### config.mk
export PLATFORM = sky130hd
export DESIGN_NAME = pdps_port_block
export DESIGN_NICKNAME = d
export VERILOG_FILES = /design/src/logic/pdps_pkg.sv /design/src/logic/pdps_port_block.sv
export SDC_FILE = /design/constraint.sdc
export NUM_CORES = 1
export LEC_CHECK = 0
export BUFFER_PORTS_ARGS = -buffer_cell sky130_fd_sc_hd__buf_2
export CORE_UTILIZATION = 53
export DETAILED_ROUTE_END_ITERATION = 10
export PLACE_DENSITY = 0.89
export REMOVE_ABC_BUFFERS = 1
export SYNTH_ARGS = -nofsm -noshare
export SYNTH_HDL_FRONTEND = slang
export SYNTH_SLANG_ARGS = --single-unit
### constraint.sdc
create_clock -name clock -period 1.6 [get_ports clock]
set_clock_uncertainty 0.1 [all_clocks]
set_input_delay 0.08 -clock clock [delete_from_list [all_inputs] [get_ports clock]]
set_output_delay 0.08 -clock clock [all_outputs]
set_load 0.01 [all_outputs]
### src/logic/pdps_pkg.sv
package pdps_pkg;
   // Register bus geometry.
   localparam int ADDR_W = 6;
   localparam int DATA_W = 8;
   localparam int NUM_PORTS = 5;

   // Each port has a data register at an even offset and its direction register just above.
   localparam logic [ADDR_W-1:0] PORT_ZERO_DATA = 6'h00;
   localparam logic [ADDR_W-1:0] PORT_ZERO_DIR = 6'h01;
   localparam logic [ADDR_W-1:0] PORT_ONE_DATA = 6'h02;
   localparam logic [ADDR_W-1:0] PORT_ONE_DIR = 6'h03;
   localparam logic [ADDR_W-1:0] PORT_TWO_DATA = 6'h04;
   localparam logic [ADDR_W-1:0] PORT_TWO_DIR = 6'h05;
   localparam logic [ADDR_W-1:0] PORT_THREE_DATA = 6'h06;
   localparam logic [ADDR_W-1:0] PORT_THREE_DIR = 6'h07;
   localparam logic [ADDR_W-1:0] PORT_FOUR_DATA = 6'h08;
   localparam logic [ADDR_W-1:0] PORT_FOUR_DIR = 6'h09;
   localparam logic [ADDR_W-1:0] FUNC_SEL = 6'h0A;
   localparam logic [ADDR_W-1:0] PORT_LAST_DIR = PORT_FOUR_DIR;

   // Field positions in the function select register.
   localparam int FS_SERIAL = 0;
   localparam int FS_TIMER_X = 1;
   localparam int FS_TIMER_Y = 2;
   localparam int FS_PWM = 3;
   localparam int FS_BUS_FIRST = 4;
   localparam int FS_BUS_SECOND = 5;
   localparam int FS_ANALOG = 6;
   localparam int FS_SUBCLOCK = 7;

   // Reset values: all pins inputs, latches clear, every pin a plain port pin.
   localparam logic [DATA_W-1:0] LATCH_RESET = 8'h00;
   localparam logic [DATA_W-1:0] DIR_RESET = 8'h00;
   localparam logic [DATA_W-1:0] FUNC_RESET = 8'h00;
   localparam logic [DATA_W-1:0] UNMAPPED_READ = 8'h00;
endpackage

### src/logic/pdps_port_block.sv
`timescale 1ns/1ns
// What this block does
// - Every pin of every port has its own direction bit, independent of its neighbours.
// - A direction bit of 0 makes the pin an input and 1 makes it an output driven from its latch.
// - Reading a port returns the output latch for output pins instead of the sensed pin level.
// - An input pin has its driver turned off and is left floating by the port.
// - Writing to an input pin only updates its latch and the pin stays undriven.
// - With serial enabled, port two bits 4 to 7 carry receive, transmit, serial clock, ready.
// - Port two bit 7 also carries the timer X counter pin when that function is selected.
// - Port four bit 0 carries the timer Y counter pin when that function is selected.
// - Port four bits 1 to 4 feed external interrupts 0 to 3 and bit 4 may drive the PWM output.
module pdps_port_block
(
   // Clock and reset.
   input wire logic clock,
   input wire logic rst_n,
   // Register port.
   input wire logic [pdps_pkg::ADDR_W-1:0] regAddr,
   input wire logic [pdps_pkg::DATA_W-1:0] regWrData,
   input wire logic regWrite,
   input wire logic regRead,
   output logic [pdps_pkg::DATA_W-1:0] regRdData,
   // Pins.
   input wire logic [pdps_pkg::DATA_W-1:0] portZeroIn,
   output logic [pdps_pkg::DATA_W-1:0] portZeroOut,
   output logic [pdps_pkg::DATA_W-1:0] portZeroOe,
   input wire logic [pdps_pkg::DATA_W-1:0] portOneIn,
   output logic [pdps_pkg::DATA_W-1:0] portOneOut,
   output logic [pdps_pkg::DATA_W-1:0] portOneOe,
   input wire logic [pdps_pkg::DATA_W-1:0] portTwoIn,
   output logic [pdps_pkg::DATA_W-1:0] portTwoOut,
   output logic [pdps_pkg::DATA_W-1:0] portTwoOe,
   input wire logic [pdps_pkg::DATA_W-1:0] portThreeIn,
   output logic [pdps_pkg::DATA_W-1:0] portThreeOut,
   output logic [pdps_pkg::DATA_W-1:0] portThreeOe,
   input wire logic [pdps_pkg::DATA_W-1:0] portFourIn,
   output logic [pdps_pkg::DATA_W-1:0] portFourOut,
   output logic [pdps_pkg::DATA_W-1:0] portFourOe,
   // Drive requests from the peripherals.
   input wire logic serialTxd,
   input wire logic serialClockOut,
   input wire logic serialClockOe,
   input wire logic serialReadyOut,
   input wire logic serialReadyOe,
   input wire logic timerXOut,
   input wire logic timerXOe,
   input wire logic timerYOut,
   input wire logic timerYOe,
   input wire logic pwmOut,
   input wire logic busDataFirstLow,
   input wire logic busClockFirstLow,
   input wire logic busDataSecondLow,
   input wire logic busClockSecondLow,
   input wire logic subclockDrive,
   // Pin levels and the analog input select handed to the peripherals.
   output logic serialRxd,
   output logic serialClockIn,
   output logic serialReadyIn,
   output logic timerXCounterPin,
   output logic timerYCounterPin,
   output logic [3:0] extInterrupt,
   output logic busDataFirst,
   output logic busClockFirst,
   output logic busDataSecond,
   output logic busClockSecond,
   output logic analogInputZeroSel,
   output logic subclockIn
);
   localparam int NP = pdps_pkg::NUM_PORTS;
   localparam int DW = pdps_pkg::DATA_W;

   logic [NP-1:0][DW-1:0] latch_r;
   logic [NP-1:0][DW-1:0] dir_r;
   logic [DW-1:0] funcSel_r;
   logic [NP-1:0][DW-1:0] pinOut_r;
   logic [NP-1:0][DW-1:0] pinOe_r;
   logic [DW-1:0] rdData_r;
   logic [14:0] periph_r;
   logic [NP-1:0][DW-1:0] pinIn;
   logic [NP-1:0][DW-1:0] ovEn;
   logic [NP-1:0][DW-1:0] ovOut;
   logic [NP-1:0][DW-1:0] ovOe;
   logic [NP-1:0][DW-1:0] pinOut_nxt;
   logic [NP-1:0][DW-1:0] pinOe_nxt;
   logic [NP-1:0][DW-1:0] readBack;
   logic [14:0] periph_nxt;
   logic [2:0] portIdx;
   logic isDir;
   logic portHit;
   logic funcHit;
   logic [DW-1:0] rdData_nxt;
   logic fsSer, fsTx, fsTy, fsPwm, fsB1, fsB2, fsAn, fsSub;

   assign pinIn = {portFourIn, portThreeIn, portTwoIn, portOneIn, portZeroIn};

   // Register decode.
   assign portIdx = regAddr[3:1];
   assign isDir = regAddr[0];
   assign portHit = regAddr <= pdps_pkg::PORT_LAST_DIR;
   assign funcHit = regAddr == pdps_pkg::FUNC_SEL;

   assign fsSer = funcSel_r[pdps_pkg::FS_SERIAL];
   assign fsTx = funcSel_r[pdps_pkg::FS_TIMER_X];
   assign fsTy = funcSel_r[pdps_pkg::FS_TIMER_Y];
   assign fsPwm = funcSel_r[pdps_pkg::FS_PWM];
   assign fsB1 = funcSel_r[pdps_pkg::FS_BUS_FIRST];
   assign fsB2 = funcSel_r[pdps_pkg::FS_BUS_SECOND];
   assign fsAn = funcSel_r[pdps_pkg::FS_ANALOG];
   assign fsSub = funcSel_r[pdps_pkg::FS_SUBCLOCK];

   // Peripheral overrides; the second bus takes bits 4/5 ahead of the serial unit.
   assign ovEn[0] = 8'h00;
   assign ovOut[0] = 8'h00;
   assign ovOe[0] = 8'h00;
   assign ovEn[1] = 8'h00;
   assign ovOut[1] = 8'h00;
   assign ovOe[1] = 8'h00;
   assign ovEn[2] = {fsTx | fsSer, fsSer, fsB2 | fsSer, fsB2 | fsSer,
                     fsB1, fsB1, fsSub, fsSub};
   assign ovOut[2] = {fsTx ? timerXOut : serialReadyOut, serialClockOut,
                      ~fsB2 & serialTxd, 1'h0, 1'h0, 1'h0, 1'h0, subclockDrive};
   assign ovOe[2] = {fsTx ? timerXOe : serialReadyOe, serialClockOe,
                     fsB2 ? busClockSecondLow : 1'h1, fsB2 & busDataSecondLow,
                     busClockFirstLow, busDataFirstLow, 1'h0, 1'h1};
   assign ovEn[3] = {7'h00, fsAn};
   assign ovOut[3] = 8'h00;
   assign ovOe[3] = 8'h00;
   assign ovEn[4] = {3'h0, fsPwm, 3'h0, fsTy};
   assign ovOut[4] = {3'h0, pwmOut, 3'h0, timerYOut};
   assign ovOe[4] = {3'h0, 1'h1, 3'h0, timerYOe};

   // Plain port pins follow latch and direction; a direction bit of 0 floats the pin.
   assign pinOut_nxt = (ovEn & ovOut) | (~ovEn & latch_r);
   assign pinOe_nxt = (ovEn & ovOe) | (~ovEn & dir_r);
   assign readBack = (dir_r & latch_r) | (~dir_r & pinIn);

   assign rdData_nxt = !regRead ? rdData_r :
                       portHit ? (isDir ? dir_r[portIdx] : readBack[portIdx]) :
                       funcHit ? funcSel_r : pdps_pkg::UNMAPPED_READ;

   // Peripherals see the raw pin levels; edge choice lives in the interrupt logic.
   assign periph_nxt = {pinIn[2][4], pinIn[2][6], pinIn[2][7], pinIn[2][7], pinIn[4][0],
                        pinIn[4][4:1], pinIn[2][2], pinIn[2][3], pinIn[2][4], pinIn[2][5],
                        fsAn, pinIn[2][1]};

   // One latch and one direction bit per pin, written independently.
   genvar p;
   generate
      for (p = 0; p < NP; p++)
      begin : g_port
         always_ff @(posedge clock or negedge rst_n)
         begin
            if (!rst_n)
            begin
               latch_r[p] <= pdps_pkg::LATCH_RESET;
               dir_r[p] <= pdps_pkg::DIR_RESET;
            end
            else if (regWrite && portHit && portIdx == 3'(p))
            begin
               if (isDir)
                  dir_r[p] <= regWrData;
               else
                  latch_r[p] <= regWrData;
            end
         end
      end
   endgenerate

   always_ff @(posedge clock or negedge rst_n)
   begin
      if (!rst_n)
         funcSel_r <= pdps_pkg::FUNC_RESET;
      else if (regWrite && funcHit)
         funcSel_r <= regWrData;
   end

   // Pins and peripheral levels are registered so every output comes from a flip-flop.
   always_ff @(posedge clock or negedge rst_n)
   begin
      if (!rst_n)
      begin
         pinOut_r <= '0;
         pinOe_r <= '0;
         periph_r <= '0;
         rdData_r <= pdps_pkg::UNMAPPED_READ;
      end
      else
      begin
         pinOut_r <= pinOut_nxt;
         pinOe_r <= pinOe_nxt;
         periph_r <= periph_nxt;
         rdData_r <= rdData_nxt;
      end
   end

   assign regRdData = rdData_r;
   assign {portFourOut, portThreeOut, portTwoOut, portOneOut, portZeroOut} = pinOut_r;
   assign {portFourOe, portThreeOe, portTwoOe, portOneOe, portZeroOe} = pinOe_r;
   assign {serialRxd, serialClockIn, serialReadyIn, timerXCounterPin, timerYCounterPin,
           extInterrupt, busDataFirst, busClockFirst, busDataSecond, busClockSecond,
           analogInputZeroSel, subclockIn} = periph_r;
endmodule // pdps_port_block

==> metrics.txt, run 1 <==
Top delay family on crit path=compound AO/OA/AOI/OAI gates; FF-to-FF path depth=4; pre-CTS setup slack=-0.1050 ns; register bit total from synthesis=189; worst-path fanout max=2; CTS Buf Count=17; clock latency on the worst-skew pair=0.43 ns; startpoint types=flop; CTS tree=done; share of cells above drive strength 1=51.74%; fill count=881; PortBufs=175; DIE WIDTH=120.7 um; Fin. Hold Viols=0; Post-CTS Resized=0; Final GP Congestion=0.9764; Req. time, crit path=1.82 ns; pwr/cell area=1182 mW/mm2; cell count along the critical path=4; most frequent cells in the layout=dfrtp_1 (189), buf_2 (174), mux2_2 (104), buf_4 (61), mux2i_1 (43); Mapped Cells=495; H-tree depth=4; dpl cells=889; row count=43; synth warn=0; Rel. slew slack=66.74%; hpwl dp=14.79 mm; post-route ant nets=0; largest net degree at the start of global routing=61; # diodes=0; Worst Path Buf+Inv=0; leak pwr=5.108 nW; drc violations=0; WL/cell=22.04 um; Max VDD drop=0.0007901 V; Die Area=0.01458 mm2; fin. max-slew vios=0; first-pass GRT wire length=32.13 mm; drt first pass iters=5; final std cells w/o fill=957; CTS root buf=clkbuf_16; vias in the first global route=5773; Final period util=95.33%; vias=5475; Ports=176; Longest Clk Path Bufs=2; CP Cell Sequence=mux2_2 > a21oi_1 > o221ai_1 > o221a_2; nets=838; Total Power=11.79 mW; CTS clk-pin slew, worst paths=0.07 ns; Synth cell types=33; Least-Margin Pin Slew=0.4988 ns; critical path class=flop to flop; minimum clock period=1.525 ns; Routed WL=21.10 mm; setup violators final=0; Area Growth Syn to Fin=33.49%; Sink Count=189; Seq/Total Area, Yosys=63.30%; First DRT Iteration DRCs=389; Overall Global Routing Usage=30.62%; commonest non-fill, non-tap cell in the layout=dfrtp_1; vias per cell=5.721; RSZ-0062 raised after global routing=false; top flop regs=dir_r x40, latch_r x40, periph_r x13; Mapped Avg Cell Area=15.10 um2; setup ws final=0.07476 ns; Initial Utilization=54.04%; Max-cap violations=0; WP data arrival=1.75 ns; worst stage delay on the critical path=0.36 ns; die height=120.7 um; Critical Path End Type=flop; initial antenna violation count=0; Synth Cell Area=0.007472 mm2; core area=0.01383 mm2; critical path's slowest cell=dfrtp_1; maximum clock rate=0.6556 GHz; Hold Crit Class=input port to async pin; grt total ovfl=0; status=complete, no violations
## cell type report
| type | instances | area [um2] | area share [%] |
|---|---|---|---|
| multi-input cells | 269 | 2571 | 25.78 |
| repair buffers | 279 | 1833 | 18.38 |
| flip-flops and latches | 189 | 4730 | 47.42 |
| clock inverters | 12 | 138.9 | 1.392 |
| clock buffers | 19 | 442.9 | 4.441 |
| well taps | 180 | 225.2 | 2.258 |
| inverters | 9 | 33.78 | 0.3387 |
## cell families (layout without fill, tap and decap cells)
family | count (synthesis) | in the layout | share of synthesized area [%]
DFF | 189 | 189 | 63.30
muxes | 155 | 155 | 23.04
AOI/OAI and AO/OA | 61 | 61 | 6.899
and+or+nand+nor | 53 | 53 | 4.471
buffers and inverters | 37 | 319 | 2.294
## layer usage
| metal | wire length (um) | part of all wire, % | track usage [%] | vias to the layer above |
|---|---|---|---|---|
| li1 | - | - | - | 2350 |
| met1 | 8654 | 41 | 39.79 | 2796 |
| met2 | 10170 | 48 | 48.60 | 263 |
| met3 | 1399 | 6.6 | 6.462 | 66 |
| met4 | 877 | 4.2 | 16.05 | 0 |
| met5 | 0 | 0 | 0 | - |
## report_power, final
group	total [mW]	switching, mW	internal (mW)
Combinational	1.85	0.888	0.960
Clock	4.16	1.81	2.35
Sequential	5.78	0.409	5.37
## Yosys cell counts, drive strengths merged
master     n  area (um2)
a22oi      8       60.06
o221ai    16       140.1
buf       15       88.83
and3       2       12.51
nand2     19       71.32
nand2b     1       6.260
o21ai      5       25.02
a21oi      8       40.04
nand3b     2       18.77
or3        1       6.260
clkbuf    13       48.80
nor2       6       25.03
dfrtp    189        4730
and2       1       6.260
mux2i     43       430.4
nor3b      2       37.54
nand3      2       10.01
o221a      8       90.09
or2        2       12.51
a2bb2oi    8       70.07
mux2     112        1291
nor3       4       58.81
inv        9       33.78
nor2b     10       62.56
nand4      1       6.260
o2111a     8       90.09
## worst paths after layout
check	startpoint	end	slack [ns]
hold / removal	rst_n	portOneOe[2]$_DFF_PN0_	0.09
max in group asynchronous	rst_n	portOneOe[5]$_DFF_PN0_	0.68
setup reg to reg	dir_r[32]$_DFFE_PN0P_	regRdData[0]$_DFFE_PN0P_	0.07
hold reg to reg	latch_r[37]$_DFFE_PN0P_	portFourOut[5]$_DFF_PN0_	0.30
min in group clock	regWrite	funcSel_r[4]$_DFFE_PN0P_	0.12
setup / recovery	dir_r[32]$_DFFE_PN0P_	regRdData[0]$_DFFE_PN0P_	0.07
## worst reg2reg max path: stages, from the launching register on
cell and delay [ns]:
dfrtp_1 0.36, mux2_2 0.36, a21oi_1 0.18, o221ai_1 0.17
o221a_2 0.25
## stage by stage
step	hold slack (ns)	TNS, ns	cell area (um2)	util [%]
global placement	-0.01489	-1.384	9022	65.25
floorplan	-0.3156	0	7335	-
finish	0.08974	0	9975	72.14
CTS	0.09447	0	9975	72.14
global route	0.1103	0	9975	72.14
detailed placement	-0.002891	-2.574	9022	65.25
## what timing repair did
action | CTS | global route
endpoints found under the setup margin | 0 | 0
buffers inserted | 0 | 0
hold endpoints to repair | 298 | 0
hold buffers | 37 | 0
No activity file was read; power rests on OpenSTA's default activity.
==> run 2, diff against run 1 <==
--- a/config.mk
+++ b/config.mk
@@ -5,6 +5,7 @@
 export SDC_FILE = /design/constraint.sdc
 export NUM_CORES = 1
 export LEC_CHECK = 0
+export ABC_CLOCK_PERIOD_IN_PS = 1600
 export BUFFER_PORTS_ARGS = -buffer_cell sky130_fd_sc_hd__buf_2
 export CORE_UTILIZATION = 53
 export DETAILED_ROUTE_END_ITERATION = 10
==> constraint.sdc (replaced) <==
create_clock -name clock -period 1.6 [get_ports clock]
set_clock_uncertainty 0.1 [all_clocks]
set_input_delay 0.16 -clock clock [delete_from_list [all_inputs] [get_ports clock]]
set_output_delay 0.16 -clock clock [all_outputs]
set_load 0.01 [all_outputs]
==> run 2 against run 1 <==
Compared with the run above:
- fmax is 0.52% higher
- cell count is 0.52% lower
- hold slack worse by 0.031 ns
- sequential share of layout area is 0.40 points higher
- register-to-register slack hardly changed
- clock power is 3% lower
- setup slack better by 0.0080 ns
- largest power group unchanged
==> metrics.txt, run 2 (synthesized netlist as in run 1, its figures left out) <==
status=complete, no violations; first-pass GRT wire length=31.84 mm (-0.88%); pwr/cell area=1178 mW/mm2 (-0.28%); Least-Margin Pin Slew=0.4703 ns (-0.02854 ns); Area Growth Syn to Fin=32.37%; Sink Count=189 (unchanged); fin. max-slew vios=0 (unchanged); initial antenna violation count=0 (unchanged); Max-cap violations=0 (unchanged); CTS clk-pin slew, worst paths=0.07 ns (about the same); # diodes=0 (unchanged); Ports=176 (unchanged); Rel. slew slack=68.65% (+1.9 points); drt first pass iters=4 (-1); top flop regs=dir_r x40, latch_r x40, periph_r x13; Req. time, crit path=1.82 ns (about the same); fill count=918 (+4.2%); commonest non-fill, non-tap cell in the layout=dfrtp_1; hpwl dp=14.90 mm (+0.72%); RSZ-0062 raised after global routing=false; largest net degree at the start of global routing=45 (-26%); Max VDD drop=0.0007967 V (+0.84%); DIE WIDTH=120.7 um (unchanged); worst-path fanout max=2 (unchanged); Overall Global Routing Usage=30.31% (-0.32 points); startpoint types=flop; Fin. Hold Viols=0 (unchanged); leak pwr=5.065 nW (-0.84%); post-route ant nets=0 (unchanged); most frequent cells in the layout=dfrtp_1 (189), buf_2 (174), mux2_2 (104), buf_4 (65), mux2i_1 (43); Total Power=11.65 mW (-1.1%); H-tree depth=4 (unchanged); clock latency on the worst-skew pair=0.43 ns (about the same); First DRT Iteration DRCs=374 (-3.9%); pre-CTS setup slack=-0.2061 ns (-0.1011 ns); WL/cell=22.33 um (+1.3%); setup ws final=0.08272 ns (+0.007957 ns); Final period util=94.83% (-0.50 points); Die Area=0.01458 mm2 (unchanged); Critical Path End Type=flop; drc violations=0 (unchanged); critical path class=flop to flop; setup violators final=0 (unchanged); Setup TNS=0 ns (unchanged); die height=120.7 um (unchanged); grt total ovfl=0 (unchanged); Final GP Congestion=0.9058 (-7.2%); vias per cell=5.756 (+0.62%); Hold Crit Class=input port to flop; CTS Buf Count=17 (unchanged); Post-CTS Setup Bufs=0 (unchanged); PortBufs=175 (unchanged); Routed WL=21.26 mm (+0.75%); share of cells above drive strength 1=52.59% (+0.85 points); CTS tree=done; nets=833 (-0.60%); Longest Clk Path Bufs=2 (unchanged); vias=5480 (+0.091%); core area=0.01383 mm2 (unchanged); minimum clock period=1.517 ns (-0.007957 ns); vias in the first global route=5618 (-2.7%); row count=43 (unchanged); maximum clock rate=0.6591 GHz (+0.52%); CTS root buf=clkbuf_16; Initial Utilization=54.04% (unchanged); WP data arrival=1.74 ns (about the same)
[run 2: cell types whose count changed in the layout (fill, tap and decap cells not counted)]
cell           delta
inv_8             +1
bufinv_16         -1
dlygate4sd3_1     -9
clkinv_4          -4
clkinvlp_4        +4
buf_4             +4
[run 2: cell type report]
| type | instances | area [um2] | share of cell area [%] |
|---|---|---|---|
| flip-flops and latches | 189 | 4730 | 47.82 |
| multi-input cells | 269 | 2571 | 26.00 |
| well taps | 180 | 225.2 | 2.277 |
| clock inverters | 12 | 115.1 | 1.164 |
| repair buffers | 274 | 1773 | 17.93 |
| clock buffers | 19 | 442.9 | 4.478 |
| inverters | 9 | 33.78 | 0.3416 |
[run 2: worst paths after layout]
path	from	endpoint	slack, ns	cells after the start
max	dir_r[33]$_DFFE_PN0P_	regRdData[1]$_DFFE_PN0P_	0.08	4
min reg2reg	latch_r[26]$_DFFE_PN0P_	portThreeOut[2]$_DFF_PN0_	0.30	0
min	regWrData[5]	dir_r[37]$_DFFE_PN0P_	0.06	2
max reg2reg	dir_r[33]$_DFFE_PN0P_	regRdData[1]$_DFFE_PN0P_	0.08	4
min in group asynchronous	rst_n	portFourOe[0]$_DFF_PN0_	0.13	2
max in group asynchronous	rst_n	portTwoOe[5]$_DFF_PN0_	0.67	3
[run 2: routing by layer]
layer / part of all wire (%) / GRT usage (%)
met1: 40 / 38.95
met2: 49 / 49.86
met3: 7.2 / 6.415
met4: 3.2 / 13.12
met5: 0 / 0
[run 2: power by group]
part | internal [mW] | leakage [nW] | switching [mW] | total (mW)
logic | 0.952 | 2.31 | 0.884 | 1.84
clock network | 2.19 | 0.260 | 1.84 | 4.03
registers | 5.37 | 2.49 | 0.421 | 5.79
total | 8.51 | 5.07 | 3.14 | 11.7
[run 2: stage by stage]
step	hold WS [ns]	utilization, %	instance area, um2	cells
final	0.05828	71.53	9891	952
after global routing	0.05609	71.53	9891	952
after CTS	0.03786	71.53	9891	952
after detailed placement	0.03009	65.47	9052	893
after global placement	0.02474	65.47	9052	893
after floorplan	-0.2356	-	7335	467
[run 2: critical path, stage by stage (launching register included)]
cell and delay (ns):
dfrtp_1 0.37, mux2_2 0.34, a21oi_1 0.15, o221ai_1 0.19, o221a_2 0.26
[run 2: repair_timing]
| item | in CTS | in global routing |
|---|---|---|
| hold endpoints to repair | 214 | 0 |
| hold buffers | 28 | 0 |
| gates resized for setup | 0 | 0 |
